### src/rtl/uat_pkg.sv
// Purpose: constants for the usb2 front-end test override register block
// Assumes: axi4-lite slave with 32-bit data, one register word
// Notes:   field positions and the fs_oe_n, txv, txd and boost reset values live here
package uat_pkg;
   localparam logic [11:0] UAT_OFF_TEST     = 12'h0c4;
   localparam int          UAT_AW           = 12;
   localparam int          UAT_FS_OE_N_BIT  = 22;
   localparam int          UAT_FS_POS_BIT   = 21;
   localparam int          UAT_FS_NEG_BIT   = 20;
   localparam int          UAT_FS_RX_BIT    = 19;
   localparam int          UAT_TXV_LSB      = 14;
   localparam int          UAT_TXD_LSB      = 12;
   localparam int          UAT_CS_BIT       = 11;
   localparam int          UAT_BOOST_LSB    = 8;
   localparam int          UAT_RPU_DP_BIT   = 7;
   localparam int          UAT_RPU_DM_BIT   = 6;
   localparam int          UAT_RPD_DP_BIT   = 5;
   localparam int          UAT_RPD_DM_BIT   = 4;
   localparam int          UAT_ACTIVE_BIT   = 1;
   localparam logic        UAT_FS_OE_N_RST  = 1'h0;
   localparam logic [1:0]  UAT_TXV_RST      = 2'h0;
   localparam logic [1:0]  UAT_TXV_BAD      = 2'h2;
   localparam logic [1:0]  UAT_TXD_RST      = 2'h0;
   localparam logic [2:0]  UAT_BOOST_RST    = 3'h0;
   localparam logic [1:0]  UAT_RESP_OKAY    = 2'h0;
   localparam logic [1:0]  UAT_RESP_SLVERR  = 2'h2;
   localparam logic [1:0]  UAT_RESP_DECERR  = 2'h3;

   typedef enum logic [1:0] {
      UAT_W_IDLE = 2'b01,
      UAT_W_RESP = 2'b10
   } uat_wst_e;

   typedef enum logic [1:0] {
      UAT_R_IDLE = 2'b01,
      UAT_R_DATA = 2'b10
   } uat_rst_e;
endpackage

### src/rtl/uat_test_override.sv
// Purpose: usb2 analog front-end test override register on axi4-lite
// Assumes: front-end signals synchronous to aclk; nv default already loaded
// Notes:   single register word; other addresses answer decerr
//
// How it works
// fs/ls driver enable is active low; one tri-states the driver.
// fs/ls positive data bit drives the dp line output.
// fs/ls negative data bit drives the dm line output.
// receiver output bit is read-only and follows the live receiver.
// valid mask 00 none, 01 lsb, 11 both; a write of 10 is refused with slverr.
// two-bit hs transmit data is sent lsb first.
// current source bit powers driver; forced on while in high-speed mode.
// three-bit boost selects drive current level per the documented table.
// boost is the only field that protected resets revert; the others survive them.
// boost default from eeprom, else otp, else 000b.
// usb or lite reset reloads boost from eeprom image, or clears it.
// dp pull-up bit switches the 1.5k dp termination.
// second pull-up bit switches the 1.5k pull-up termination.
// dp pull-down bit switches the 15k dp termination.
// dm pull-down bit switches the 15k dm termination.
// driver active bit selects low-power or active transmit mode.
// reserved bits read zero; writable fields read back last write, except the cs bit, which reads cs_en or hs_mode, and boost after a protected reset.
`timescale 1ns/1ps
module uat_test_override
   import uat_pkg::*;
(
   input  wire logic                aclk,
   input  wire logic                aresetn,
   input  wire logic [UAT_AW-1:0]   s_axi_awaddr,
   input  wire logic [2:0]          s_axi_awprot,
   input  wire logic                s_axi_awvalid,
   output      logic                s_axi_awready,
   input  wire logic [31:0]         s_axi_wdata,
   input  wire logic [3:0]          s_axi_wstrb,
   input  wire logic                s_axi_wvalid,
   output      logic                s_axi_wready,
   output      logic [1:0]          s_axi_bresp,
   output      logic                s_axi_bvalid,
   input  wire logic                s_axi_bready,
   input  wire logic [UAT_AW-1:0]   s_axi_araddr,
   input  wire logic [2:0]          s_axi_arprot,
   input  wire logic                s_axi_arvalid,
   output      logic                s_axi_arready,
   output      logic [31:0]         s_axi_rdata,
   output      logic [1:0]          s_axi_rresp,
   output      logic                s_axi_rvalid,
   input  wire logic                s_axi_rready,
   input  wire logic                fs_ls_diff_rx_out,
   input  wire logic                hs_mode,
   input  wire logic                usb_reset,
   input  wire logic                lite_reset,
   input  wire logic                eeprom_present,
   input  wire logic                otp_programmed,
   input  wire logic [2:0]          nv_drive_current_default,
   output      logic                fs_ls_driver_enable_n,
   output      logic                fs_ls_dp_out,
   output      logic                fs_ls_dm_out,
   output      logic [1:0]          frontend_hs_tx_valid_bus,
   output      logic                hs_tx_serial,
   output      logic                hs_current_source_on,
   output      logic [2:0]          hs_drive_current_sel,
   output      logic                dp_pullup_on,
   output      logic                dm_pullup_on,
   output      logic                dp_pulldown_on,
   output      logic                dm_pulldown_on,
   output      logic                hs_driver_active
);

   ////////////////////////////////////////////////////////////////////////////
   typedef struct packed {
      uat_wst_e              wst;
      logic                  aw_got;
      logic                  w_got;
      logic [UAT_AW-1:0]     awaddr;
      logic [31:0]           wdata;
      logic [3:0]            wstrb;
      logic [1:0]            bresp;
      uat_rst_e              rst;
      logic [31:0]           rdata;
      logic [1:0]            rresp;
      logic                  fs_oe_n;
      logic                  fs_pos;
      logic                  fs_neg;
      logic                  rx_sync;
      logic [1:0]            txv;
      logic [1:0]            txd;
      logic                  ser_phase;
      logic                  ser_bit;
      logic                  cs_en;
      logic                  cs_out;
      logic [2:0]            boost;
      logic [2:0]            eeprom_image;
      logic                  boot_done;
      logic                  rpu_dp;
      logic                  rpu_dm;
      logic                  rpd_dp;
      logic                  rpd_dm;
      logic                  active;
      logic [1:0]            txv_out;
   } uat_state_s;

   uat_state_s st_q;
   uat_state_s st_d;
   logic [31:0] reg_view;

   ////////////////////////////////////////////////////////////////////////////
   // readback assembly: reserved positions stay zero
   always_comb begin
      reg_view                   = 32'h0;
      reg_view[UAT_FS_OE_N_BIT]  = st_q.fs_oe_n;
      reg_view[UAT_FS_POS_BIT]   = st_q.fs_pos;
      reg_view[UAT_FS_NEG_BIT]   = st_q.fs_neg;
      reg_view[UAT_FS_RX_BIT]    = st_q.rx_sync;
      reg_view[UAT_TXV_LSB +: 2] = st_q.txv;
      reg_view[UAT_TXD_LSB +: 2] = st_q.txd;
      reg_view[UAT_CS_BIT]       = st_q.cs_out;
      reg_view[UAT_BOOST_LSB +: 3] = st_q.boost;
      reg_view[UAT_RPU_DP_BIT]   = st_q.rpu_dp;
      reg_view[UAT_RPU_DM_BIT]   = st_q.rpu_dm;
      reg_view[UAT_RPD_DP_BIT]   = st_q.rpd_dp;
      reg_view[UAT_RPD_DM_BIT]   = st_q.rpd_dm;
      reg_view[UAT_ACTIVE_BIT]   = st_q.active;
   end

   ////////////////////////////////////////////////////////////////////////////
   always_comb begin
      logic [31:0] wv;
      logic        do_write;
      logic [1:0]  new_txv;
      wv       = st_q.wdata;
      do_write = 1'b0;
      new_txv  = st_q.wdata[UAT_TXV_LSB +: 2];
      st_d     = st_q;

      // write channel: address and data taken in either order
      case (st_q.wst)
         UAT_W_IDLE: begin
            if (s_axi_awvalid && !st_q.aw_got) begin
               st_d.aw_got = 1'b1;
               st_d.awaddr = s_axi_awaddr;
            end
            if (s_axi_wvalid && !st_q.w_got) begin
               st_d.w_got = 1'b1;
               st_d.wdata = s_axi_wdata;
               st_d.wstrb = s_axi_wstrb;
            end
            if (st_q.aw_got && st_q.w_got) begin
               st_d.aw_got = 1'b0;
               st_d.w_got  = 1'b0;
               st_d.wst    = UAT_W_RESP;
               if (st_q.awaddr[UAT_AW-1:2] != UAT_OFF_TEST[UAT_AW-1:2]) begin
                  st_d.bresp = UAT_RESP_DECERR;
               end else if (st_q.wstrb[1] && new_txv == UAT_TXV_BAD) begin
                  st_d.bresp = UAT_RESP_SLVERR;
               end else begin
                  st_d.bresp = UAT_RESP_OKAY;
                  do_write   = 1'b1;
               end
            end
         end
         UAT_W_RESP: begin
            if (s_axi_bready) begin
               st_d.wst = UAT_W_IDLE;
            end
         end
         default: begin
            st_d.wst = UAT_W_IDLE;
         end
      endcase

      if (do_write && st_q.wstrb[2]) begin
         st_d.fs_oe_n = wv[UAT_FS_OE_N_BIT];
         st_d.fs_pos  = wv[UAT_FS_POS_BIT];
         st_d.fs_neg  = wv[UAT_FS_NEG_BIT];
      end
      if (do_write && st_q.wstrb[1]) begin
         st_d.txv   = wv[UAT_TXV_LSB +: 2];
         st_d.txd   = wv[UAT_TXD_LSB +: 2];
         st_d.cs_en = wv[UAT_CS_BIT];
         st_d.boost = wv[UAT_BOOST_LSB +: 3];
      end
      if (do_write && st_q.wstrb[0]) begin
         st_d.rpu_dp = wv[UAT_RPU_DP_BIT];
         st_d.rpu_dm = wv[UAT_RPU_DM_BIT];
         st_d.rpd_dp = wv[UAT_RPD_DP_BIT];
         st_d.rpd_dm = wv[UAT_RPD_DM_BIT];
         st_d.active = wv[UAT_ACTIVE_BIT];
      end

      // boost default: eeprom, else otp, else zero; latched once after reset
      if (!st_q.boot_done) begin
         st_d.boot_done = 1'b1;
         if (eeprom_present || otp_programmed) begin
            st_d.boost = nv_drive_current_default;
         end else begin
            st_d.boost = UAT_BOOST_RST;
         end
         st_d.eeprom_image = eeprom_present ? nv_drive_current_default : UAT_BOOST_RST;
      end else if (usb_reset || lite_reset) begin
         // protected reset: only boost reverts, to eeprom image or zero, over any write
         st_d.boost = eeprom_present ? st_q.eeprom_image : UAT_BOOST_RST;
      end

      // read channel
      case (st_q.rst)
         UAT_R_IDLE: begin
            if (s_axi_arvalid) begin
               st_d.rst = UAT_R_DATA;
               if (s_axi_araddr[UAT_AW-1:2] == UAT_OFF_TEST[UAT_AW-1:2]) begin
                  st_d.rdata = reg_view;
                  st_d.rresp = UAT_RESP_OKAY;
               end else begin
                  st_d.rdata = 32'h0;
                  st_d.rresp = UAT_RESP_DECERR;
               end
            end
         end
         UAT_R_DATA: begin
            if (s_axi_rready) begin
               st_d.rst = UAT_R_IDLE;
            end
         end
         default: begin
            st_d.rst = UAT_R_IDLE;
         end
      endcase

      // live front-end status and derived line controls
      st_d.rx_sync = fs_ls_diff_rx_out;
      st_d.cs_out  = st_q.cs_en | hs_mode;
      st_d.txv_out = st_q.txv;
      // two-bit symbol shifted out lsb first, one bit per clock; a landed write with
      // wstrb[1] set restarts at the lsb so a new symbol never begins half-way through
      st_d.ser_phase = (do_write && st_q.wstrb[1]) ? 1'b0 : ~st_q.ser_phase;
      st_d.ser_bit   = st_q.ser_phase ? st_q.txd[1] : st_q.txd[0];
   end

   ////////////////////////////////////////////////////////////////////////////
   // aresetn is not a protected reset: boost reloads from the nv default, or zero without eeprom or otp, next edge
   always_ff @(posedge aclk) begin
      if (!aresetn) begin
         st_q           <= '0;
         st_q.wst       <= UAT_W_IDLE;
         st_q.rst       <= UAT_R_IDLE;
         st_q.fs_oe_n   <= UAT_FS_OE_N_RST;
         st_q.txv       <= UAT_TXV_RST;
         st_q.txv_out   <= UAT_TXV_RST;
         st_q.txd       <= UAT_TXD_RST;
         st_q.boost     <= UAT_BOOST_RST;
         st_q.boot_done <= 1'b0;
      end else begin
         st_q <= st_d;
      end
   end

   ////////////////////////////////////////////////////////////////////////////
   assign s_axi_awready            = (st_q.wst == UAT_W_IDLE) && !st_q.aw_got;
   assign s_axi_wready             = (st_q.wst == UAT_W_IDLE) && !st_q.w_got;
   assign s_axi_bvalid             = (st_q.wst == UAT_W_RESP);
   assign s_axi_bresp              = st_q.bresp;
   assign s_axi_arready            = (st_q.rst == UAT_R_IDLE);
   assign s_axi_rvalid             = (st_q.rst == UAT_R_DATA);
   assign s_axi_rdata              = st_q.rdata;
   assign s_axi_rresp              = st_q.rresp;
   assign fs_ls_driver_enable_n    = st_q.fs_oe_n;
   assign fs_ls_dp_out             = st_q.fs_pos;
   assign fs_ls_dm_out             = st_q.fs_neg;
   assign frontend_hs_tx_valid_bus = st_q.txv_out;
   assign hs_tx_serial             = st_q.ser_bit;
   assign hs_current_source_on     = st_q.cs_out;
   assign hs_drive_current_sel     = st_q.boost;
   assign dp_pullup_on             = st_q.rpu_dp;
   assign dm_pullup_on             = st_q.rpu_dm;
   assign dp_pulldown_on           = st_q.rpd_dp;
   assign dm_pulldown_on           = st_q.rpd_dm;
   assign hs_driver_active         = st_q.active;

endmodule // uat_test_override

### config.mk
export PLATFORM = sky130hd
export DESIGN_NAME = uat_test_override
export DESIGN_NICKNAME = d
export VERILOG_FILES = /design/src/rtl/uat_pkg.sv /design/src/rtl/uat_test_override.sv
export SDC_FILE = /design/constraint.sdc
export NUM_CORES = 1
export LEC_CHECK = 0
export BUFFER_PORTS_ARGS = -buffer_cell sky130_fd_sc_hd__buf_4
export CORE_ASPECT_RATIO = 0.8
export CORE_MARGIN = 1.5
export CORE_UTILIZATION = 34
export CTS_CLUSTER_SIZE = 10
export DETAILED_ROUTE_END_ITERATION = 8
export HOLD_SLACK_MARGIN = 0.08
export PLACE_DENSITY = 0.66
export SETUP_SLACK_MARGIN = 0.15
export SLEW_MARGIN = 30
export SYNTH_ARGS = -nofsm -noshare
export SYNTH_HDL_FRONTEND = slang
export SYNTH_SLANG_ARGS = --single-unit
### constraint.sdc
create_clock -name aclk -period 1.93 [get_ports aclk]
set_input_delay 0.386 -clock aclk [delete_from_list [all_inputs] [get_ports aclk]]
set_output_delay 0.386 -clock aclk [all_outputs]
set_load 0.01 [all_outputs]
======== Yosys cells after proc, flatten, opt, wreduce, memory -nomap -nowiden ========
Index checks and enable logic that the tools add are counted.
word-level totals
  logic and storage cells ................. 90
  output and inout port bits .............. 56
  bits in registers ....................... 106
  bits of input ports ..................... 82
operators by class
  equality and inequality tests ........... 12
  muxes and demuxes ....................... 22
  bitwise operators ....................... 3
  reductions and logical operators ........ 24
operators by type and width
  operator                                         count
  2-to-1 mux 36 bit                                1
  2-to-1 mux 25 bit                                1
  2-to-1 mux 3 bit                                 6
  AND reduction 2 bit                              8
  == test 10 x 6 -> 1 bit (second input constant)  1
  != test 10 x 6 -> 1 bit (second input constant)  1
  logical AND 1 bit                                9
  2-to-1 mux 2 bit                                 4
  case mux 2 bit (2 select lines)                  2
  2-to-1 mux 1 bit                                 7
  == test 2 bit (second input constant)            3
  == test 2 x 1 -> 1 bit (second input constant)   2
  2-to-1 mux 4 bit                                 1
  != test 2 x 1 -> 1 bit (second input constant)   2
  != test 2 bit (second input constant)            2
  nonzero test 2 bit                               2
  != test 3 x 1 -> 1 bit (second input constant)   1
  logical NOT 1 bit                                2
  logical OR 1 bit                                 2
  inverter 1 bit                                   2
  OR reduction 2 bit                               1
  OR 1 bit                                         1

======== Logic depth before layout (Yosys ltp) ========
Gate-level depths: netlist of the first run.
  depth after elaboration ................. 10
  gate-level depth with buffers ........... 6
  mapped depth without buffers ............ 4

======== Least setup slack after synthesis of the first run ========
OpenSTA, ideal clock, no wires.
  path type ............................... input to register
  start point ............................. in s_axi_araddr[5]
  end point ............................... reg st_q (netlist bit s_axi_rdata[20])
  setup time .............................. 0.064 ns
  cell stages on the path ................. 5
  data arrival time ....................... 1.643 ns
  required time ........................... 1.866 ns
  setup slack ............................. 0.223 ns
  buffers on the path ..................... 1
  cells stage by stage .................... or4_4 -> nor4_4 -> buf_6 -> a22oi_2 -> nor2_2
on the way
  cells in the longest elaborated chain, start to end .. 2
RTL lines
  element                  RTL line                  RTL
  start: declaration       uat_test_override.sv:40   input wire logic [UAT_AW-1:0] s_axi_araddr,
  == test 10 x 6 -> 1 bit  uat_test_override.sv:209  if (s_axi_araddr[UAT_AW-1:2] == UAT_OFF_TEST[UAT_AW-1:2]) begin
  2-to-1 mux 25 bit        uat_test_override.sv:209
  end signal: assignment   uat_test_override.sv:252  st_q <= st_d;
  end: declaration         uat_test_override.sv:102  uat_state_s st_q;
Every way passes these cells.
A chain may end at the register's enable or synchronous reset.

======== Worst setup path in the final report of the first run ========
  start point ............................. reg st_q[114] in the netlist's numbering
  end point ............................... out s_axi_wready
on the way
  cells in the longest elaborated chain, start to end .. 2
RTL lines
  element                 RTL line                  RTL
  == test 2 x 1 -> 1 bit  uat_test_override.sv:258  assign s_axi_wready = (st_q.wst == UAT_W_IDLE) && !st_q.w_got;
  logical AND 1 bit       uat_test_override.sv:258
  end: declaration        uat_test_override.sv:36   output logic s_axi_wready,
Every way passes these cells.

==> results of run 1 <==
==> cell families (layout without fill, tap and decap cells) <==
| kind of cell | count (synthesis) | after routing | share of synthesized area |
|---|---|---|---|
| AOI/OAI and AO/OA | 89 | 89 | 0.171 |
| muxes | 8 | 8 | 0.0243 |
| and+or+nand+nor | 137 | 137 | 0.199 |
| DFF | 81 | 81 | 0.478 |
| buffers and inverters | 67 | 124 | 0.126 |
| other | 1 | 15 | 0.00111 |
==> power groups by stage <==
stage / clock [mW] / sequential [mW] / combinational [mW]
after floorplan: 0 / 1.80 / 0.244
after global placement: 0 / 1.82 / 0.360
after detailed placement: 0 / 1.82 / 0.370
after CTS: 1.58 / 1.78 / 0.371
after global routing: 1.67 / 1.79 / 0.413
final: 1.54 / 1.78 / 0.368
==> sequential cells by signal, summed over array words and instances (netlist names), 2 cells and up <==
name and cells:
st_q 41, s_axi_rdata 17, reg_view 5, hs_drive_current_sel 3, frontend_hs_tx_valid_bus 2, s_axi_bresp 2
==> cell type report <==
cell class,count,area (um2),area share
repair buffers,105,801,0.187
well taps,136,170,0.0397
inverters,4,15.0,0.00350
flip-flops and latches,81,1620,0.379
clock inverters,5,32.5,0.00759
multi-input cells,249,1410,0.328
clock buffers,10,239,0.0558
==> per-layer routing <==
metal,share of wire,vias up
met2,0.42,81
li1,-,1393
met1,0.49,1257
met3,0.074,11
met5,0,-
met4,0.016,0
==> synth_stat cells, types with 2 or more instances <==
cell type | instances | share of area
sky130_fd_sc_hd__a211oi_1 | 3 | 0.0066
sky130_fd_sc_hd__a21oi_1 | 42 | 0.062
sky130_fd_sc_hd__a22oi_1 | 10 | 0.022
sky130_fd_sc_hd__a22oi_2 | 8 | 0.029
sky130_fd_sc_hd__a311oi_1 | 2 | 0.0052
sky130_fd_sc_hd__a32o_1 | 2 | 0.0059
sky130_fd_sc_hd__and2_1 | 7 | 0.013
sky130_fd_sc_hd__and4b_1 | 2 | 0.0059
sky130_fd_sc_hd__buf_2 | 6 | 0.0088
sky130_fd_sc_hd__buf_4 | 41 | 0.091
sky130_fd_sc_hd__buf_6 | 2 | 0.0066
sky130_fd_sc_hd__clkbuf_1 | 13 | 0.014
sky130_fd_sc_hd__dfxtp_1 | 81 | 0.48
sky130_fd_sc_hd__inv_1 | 3 | 0.0033
sky130_fd_sc_hd__mux2_2 | 2 | 0.0066
sky130_fd_sc_hd__mux2i_1 | 6 | 0.018
sky130_fd_sc_hd__nand2_1 | 73 | 0.081
sky130_fd_sc_hd__nand3_1 | 2 | 0.0029
sky130_fd_sc_hd__nand3b_1 | 2 | 0.0044
sky130_fd_sc_hd__nand4_1 | 8 | 0.015
sky130_fd_sc_hd__nor2_1 | 17 | 0.019
sky130_fd_sc_hd__nor2_2 | 8 | 0.015
sky130_fd_sc_hd__nor2b_1 | 6 | 0.011
sky130_fd_sc_hd__nor3b_1 | 2 | 0.0044
sky130_fd_sc_hd__o211a_1 | 2 | 0.0059
sky130_fd_sc_hd__o21ai_0 | 16 | 0.024
==> worst max-delay path, delay by kind of cell, from the launching register on <==
family	cells	cell delay [ns]
simple gates	1	0.40
buf+inv	1	0.20
flops	1	0.37
==> final timing paths <==
check / from / endpoint / slack [ns] / cells past startpoint
min: hs_mode / hs_current_source_on / 0.27 / 3
max: st_q[114] / s_axi_wready / 0.23 / 2
min reg2reg: st_q[106] / st_q[106] / 0.45 / 2
max reg2reg: st_q[106] / hs_drive_current_sel[2] / 0.29 / 5
==> metrics by stage <==
stage	power [mW]	instances	utilization
2_1_floorplan	2.05	397	-
3_3_place_gp	2.18	575	0.413
3_5_place_dp	2.19	575	0.413
4_1_cts	3.74	590	0.441
5_1_grt	3.87	590	0.442
6_report	3.69	590	0.442
==> results list, run 1 <==
- Counting distinct cell types in the post-synthesis netlist gives 43.
* Routed via count divided by cell count: 4.65
* Part of the power in combinational logic: 0.100
- After clock tree synthesis, the setup repair step added 0 buffers.
- Final setup fails: 0
* Synthesized netlist cell count: 383
* Setup repair after global routing missed its margin: no
* Die X: 115 um
* Setup CP Type: reg2out
- TNS Setup: 0 ns
* Starting density of the core: 0.350
- Traced cell by cell, the critical path runs through nor3b_1 > buf_4.
* Number of hold buffers added after CTS: 0
- Share of the clock period used by the worst path after layout: 0.878
- Clock slew at the register clock pins of the worst setup and hold paths: 0.06 ns
* Final critical-path setup slack: 0.235 ns
* Post-Place Cell Area: 4000 um2
- Final hold analysis gives a worst-case slack of 0.268 ns.
- Global-route wire length before repair: 12,500 um
- Clock root cell: sky130_fd_sc_hd__clkbuf_16
- Of all flip-flops after synthesis, the portion carrying an async set or reset was 0.
* Number of CTS-inserted buffers: 9
- In this run the number of H-tree levels came out at 3.
- Largest vdd supply drop: 500 uV
* Post-DR wirelength/cell: 13.1 um
- Data on the critical path arrives at its endpoint at 1.31 ns.
* Sinks on Clock Net: 81
- For this block, the initial DRC count from the detailed router was 148.
- Net count of the finished layout: 532
* Hold Vio Cnt, Final: 0
* P_leak: 1.75 nW
- Share of final-layout standard cells stronger than drive strength 1: 0.319
- STA classifies the critical path startpoint as a flop.
- STA puts the critical path data required time at 1.54 ns.
* Hold WC Path Type: in2reg
* GR peak layer: met2
- In this run, synthesis produced a sequential element count of 81.
* Met1 demand-to-capacity share in global routing: 0.202
* Floorplan die area: 10,600 um2
- Largest net degree at the start of global routing: 39
- PortBufs: 95
- Most common cell after layout, fill and taps aside: sky130_fd_sc_hd__buf_4
- Share of total power consumed by net switching: 0.241
- # Max-Cap Violations: 0
- Counting the fill cells in the layout gives 995.
- The repair_antennas step left the layout with diodes totalling 0.
- Status: finished, final reports clean
- Clock Power Share: 0.417
- Timing analysis after detailed placement gives a worst setup slack of 0.161 ns.
- Number of antenna violations at the first check in global routing: 0
* Post-detailed-placement half-perimeter wirelength: 5730 um
- Post-synth EDFFs: 0
* Final design instance area without fill: 4280 um2
- Total GRT Usage: 0.153
* Site Rows: 32
- For this run, the slowest stage of the critical path takes 0.40 ns.
- Number of iterations in the first detailed-routing pass: 4
- Once detail routing completed, the nets flagged for antenna violations numbered 0.
- Clk Latency, worst-skew pair: 0.33 ns
* Portion of the post-synthesis area used by sequential elements: 0.478
* Power Internal: 2.80 mW
* Synthesis-to-finish area growth: 26.3%
- The slowest stage of the critical path belongs to the cell sky130_fd_sc_hd__nor3b_1.
* Switching power total: 0.891 mW
- In the global route stage, met2 resource usage came out at 0.225.
- Leading register cell type out of synthesis: sky130_fd_sc_hd__dfxtp_1
* Number of DRC violations after detailed routing: 0
- Final worst clock skew: 0.00797 ns
* Relative contribution of sequential cells to total power: 0.483
* Chip Height: 92.4 um
- The top cell types in the final layout, fill and taps aside, are sky130_fd_sc_hd__buf_4 (104), sky130_fd_sc_hd__dfxtp_1 (81), sky130_fd_sc_hd__nand2_1 (72), sky130_fd_sc_hd__a21oi_1 (42), sky130_fd_sc_hd__nor2_1 (17).
* Minimum period implied by the final worst setup slack: 1.70 ns
- Via total after detailed routing: 2,742
* Final number of max-transition violations: 0
* Final weighted congestion of routability-driven global placement: 0.720
* Top-Level Pins: 138
* Std-Cell Core Area: 9690 um2
- For this block, the routed nets add up to 7750 um of wire.
- Global routing finished with a remaining overflow of 0.
* Maximum root-to-sink buffer count: 2
* Met3 routing resource usage after global routing: 0.0596
- STA classifies the critical path endpoint as a primary output.
- Syn Area/Cell: 8.86 um2
- During synthesis, Yosys emitted a total of 0 warnings.
- For this run, the top clock speed supported by timing is 590 MHz.
- Via count of the first global-routing pass: 2,554
- Clock tree from TritonCTS: yes
- Maximum fanout along the worst path: 5
- In this run the cell area of the synthesized design comes to 3390 um2.
- Post-cts sizing count: 0
- Power density cells: 862 nW/um2
No activity file was read; power rests on OpenSTA's default activity.
==> run 2, diff against run 1 <==
==> constraint.sdc (replaced) <==
create_clock -name aclk -period 1.89 [get_ports aclk]
set_input_delay 0.378 -clock aclk [delete_from_list [all_inputs] [get_ports aclk]]
set_output_delay 0.378 -clock aclk [all_outputs]
set_load 0.01 [all_outputs]
==> results list, run 2 (synthesis gave the netlist of run 1 again) <==
* Status: finished, final reports clean
- Final worst clock skew: 0.00357 ns
- 1st-iter DRT viols: 169
* Share of the core filled with cells: 0.448
* Final weighted congestion of routability-driven global placement: 0.715
* Worst endpoint data arrival time: 1.22 ns
- Global-route wire length before repair: 11,900 um
* Maximum fanout along the worst path: 5
* Number of antenna violations at the first check in global routing: 0
- Clk Latency, worst-skew pair: 0.33 ns
- For this run, the top clock speed supported by timing is 625 MHz.
- For this run, design rule violations remaining after detail routing come to 0.
- Number of iterations in the first detailed-routing pass: 4
- Share of final-layout standard cells stronger than drive strength 1: 0.325
- Minimum period implied by the final worst setup slack: 1.60 ns
- The library cell used most frequently in the layout, excluding fill and tap cells, is sky130_fd_sc_hd__buf_4.
- In this run the power density over the cells is 905 nW/um2.
- Among cell families on the critical path, the largest total delay comes from flip-flops.
- st_q holds more flip-flops than any other register.
- Summed over all failing endpoints, the final setup total negative slack is 0 ns.
- For this design, the CTS-stage hold fixing added 0 buffers.
- Buf/Inv on CP: 1
- After global routing the overflow that remains totals 0.
* Total GRT Usage: 0.147
* WHS: 0.255 ns
- In this run the deepest clock path goes through 2 buffers.
* Post-DR wirelength/cell: 12.8 um
- The die is 92.4 um tall.
- In this run the tool buffered the top-level ports with 95 buffer cells.
- Final design instance area without fill: 4340 um2
- Top-Level Pins: 138
* Commonest cells after routing, fill and taps aside: sky130_fd_sc_hd__buf_4 (105), sky130_fd_sc_hd__dfxtp_1 (81), sky130_fd_sc_hd__nand2_1 (73), sky130_fd_sc_hd__a21oi_1 (42), sky130_fd_sc_hd__nor2_1 (17)
* Final number of max-transition violations: 0
- Post-Place Cells: 577
* Routed via count divided by cell count: 4.57
- Largest net degree at the start of global routing: 60
- Sinks on Clock Net: 81
- Post-Place Cell Area: 4030 um2
- Clock tree synthesis selected as its root buffer the cell sky130_fd_sc_hd__clkbuf_16.
- Count of fill cells added during filler insertion: 970
- Starting density of the core: 0.350
* Via count of the first global-routing pass: 2,418
- Hold Vio Cnt, Final: 0
* Post-detailed-placement half-perimeter wirelength: 5570 um
* Highest cell delay on the worst timing path: 0.38 ns
- WL final: 7550 um
- Largest vdd supply drop: 618 uV
- After the last flow step, the layout net total stands at 534.
- Once detail routing completed, the nets flagged for antenna violations numbered 0.
- The worst setup path is launched from a flop.
- Via total after detailed routing: 2,704
- Depth of the CTS H-tree: 3
- The critical path is of the reg2out type.
- Leaving out filler cells and counting taps, the final layout contains 592.
* Nature of the critical path endpoint: primary output
* Die X: 115 um
* Std-Cell Core Area: 9690 um2
* Floorplan die area: 10,600 um2
- In the finished design, the share of the clock period the worst path needs comes to 0.847.
* Chain of cells forming the critical path: nor3b_1 > buf_4
- Clock slew at the register clock pins of the worst setup and hold paths: 0.06 ns
- The slowest stage of the critical path is the sky130_fd_sc_hd__dfxtp_1 cell.
* Number of CTS-inserted buffers: 9
- The tool flagged a number of max-cap violations equal to 0.
- After clock tree synthesis, the setup repair step added 0 buffers.
- The repair_antennas step left the layout with diodes totalling 0.
* P_leak: 1.79 nW
- Final setup fails: 0
* Synthesis-to-finish area growth: 28.0%
- Hold WC Path Type: in2reg
* Flip-flop count of the largest register after layout: 41
* Clock tree from TritonCTS: yes
- STA puts the critical path data required time at 1.51 ns.
- Setup repair after global routing missed its margin: no
* Site Rows: 32
==> run 2: cell count changes in the layout (fill, tap and decap cells not counted), sizes merged <==
| cell | delta |
|---|---|
| clkinvlp | -3 |
| buf | +2 |
| clkbuf | +2 |
| bufinv | +1 |
==> run 2: power by group <==
part           switching [mW]  internal [mW]  total [mW]  leakage [nW]
sequential             0.0469           1.78        1.82         0.660
clock                   0.646           1.08        1.73         0.148
combinational           0.198          0.179       0.377         0.980
==> run 2: final timing paths <==
path                   to               from  depth (start not counted)  slack, ns
min reg2reg      st_q[17]           st_q[17]                          1       0.44
max reg2reg  dp_pullup_on          st_q[108]                          4       0.31
min          reg_view[19]  fs_ls_diff_rx_out                          2       0.26
max          s_axi_wready          st_q[114]                          2       0.29
==> run 2: repair_timing <==
item | in CTS | in global routing
setup endpoints to repair | 5 | 6
gates cloned | 0 | 0
resized for setup | 1 | 3
==> run 2: layout make-up <==
class,count,area [um2],area share
sequential,81,1620,0.373
clock inverter,3,40.0,0.00922
inverter,4,15.0,0.00346
multi-input combinational,249,1410,0.325
tap,136,170,0.0392
timing repair buffer,107,828,0.191
clock buffer,12,256,0.0591
==> run 2: layer usage <==
metal	wire length, um	global-route usage	share of wire	vias to the layer above
met5	0	0	0	-
met4	91	0.0494	0.012	0
met3	559	0.0582	0.074	9
met2	3180	0.210	0.42	87
met1	3720	0.202	0.49	1212
li1	-	-	-	1396
==> run 2: through the flow <==
step | power (mW) | setup WS, ns
2_1_floorplan | 2.09 | 0.191
3_3_place_gp | 2.23 | 0.145
3_5_place_dp | 2.24 | 0.121
4_1_cts | 3.97 | 0.192
5_1_grt | 4.11 | 0.187
6_report | 3.93 | 0.289
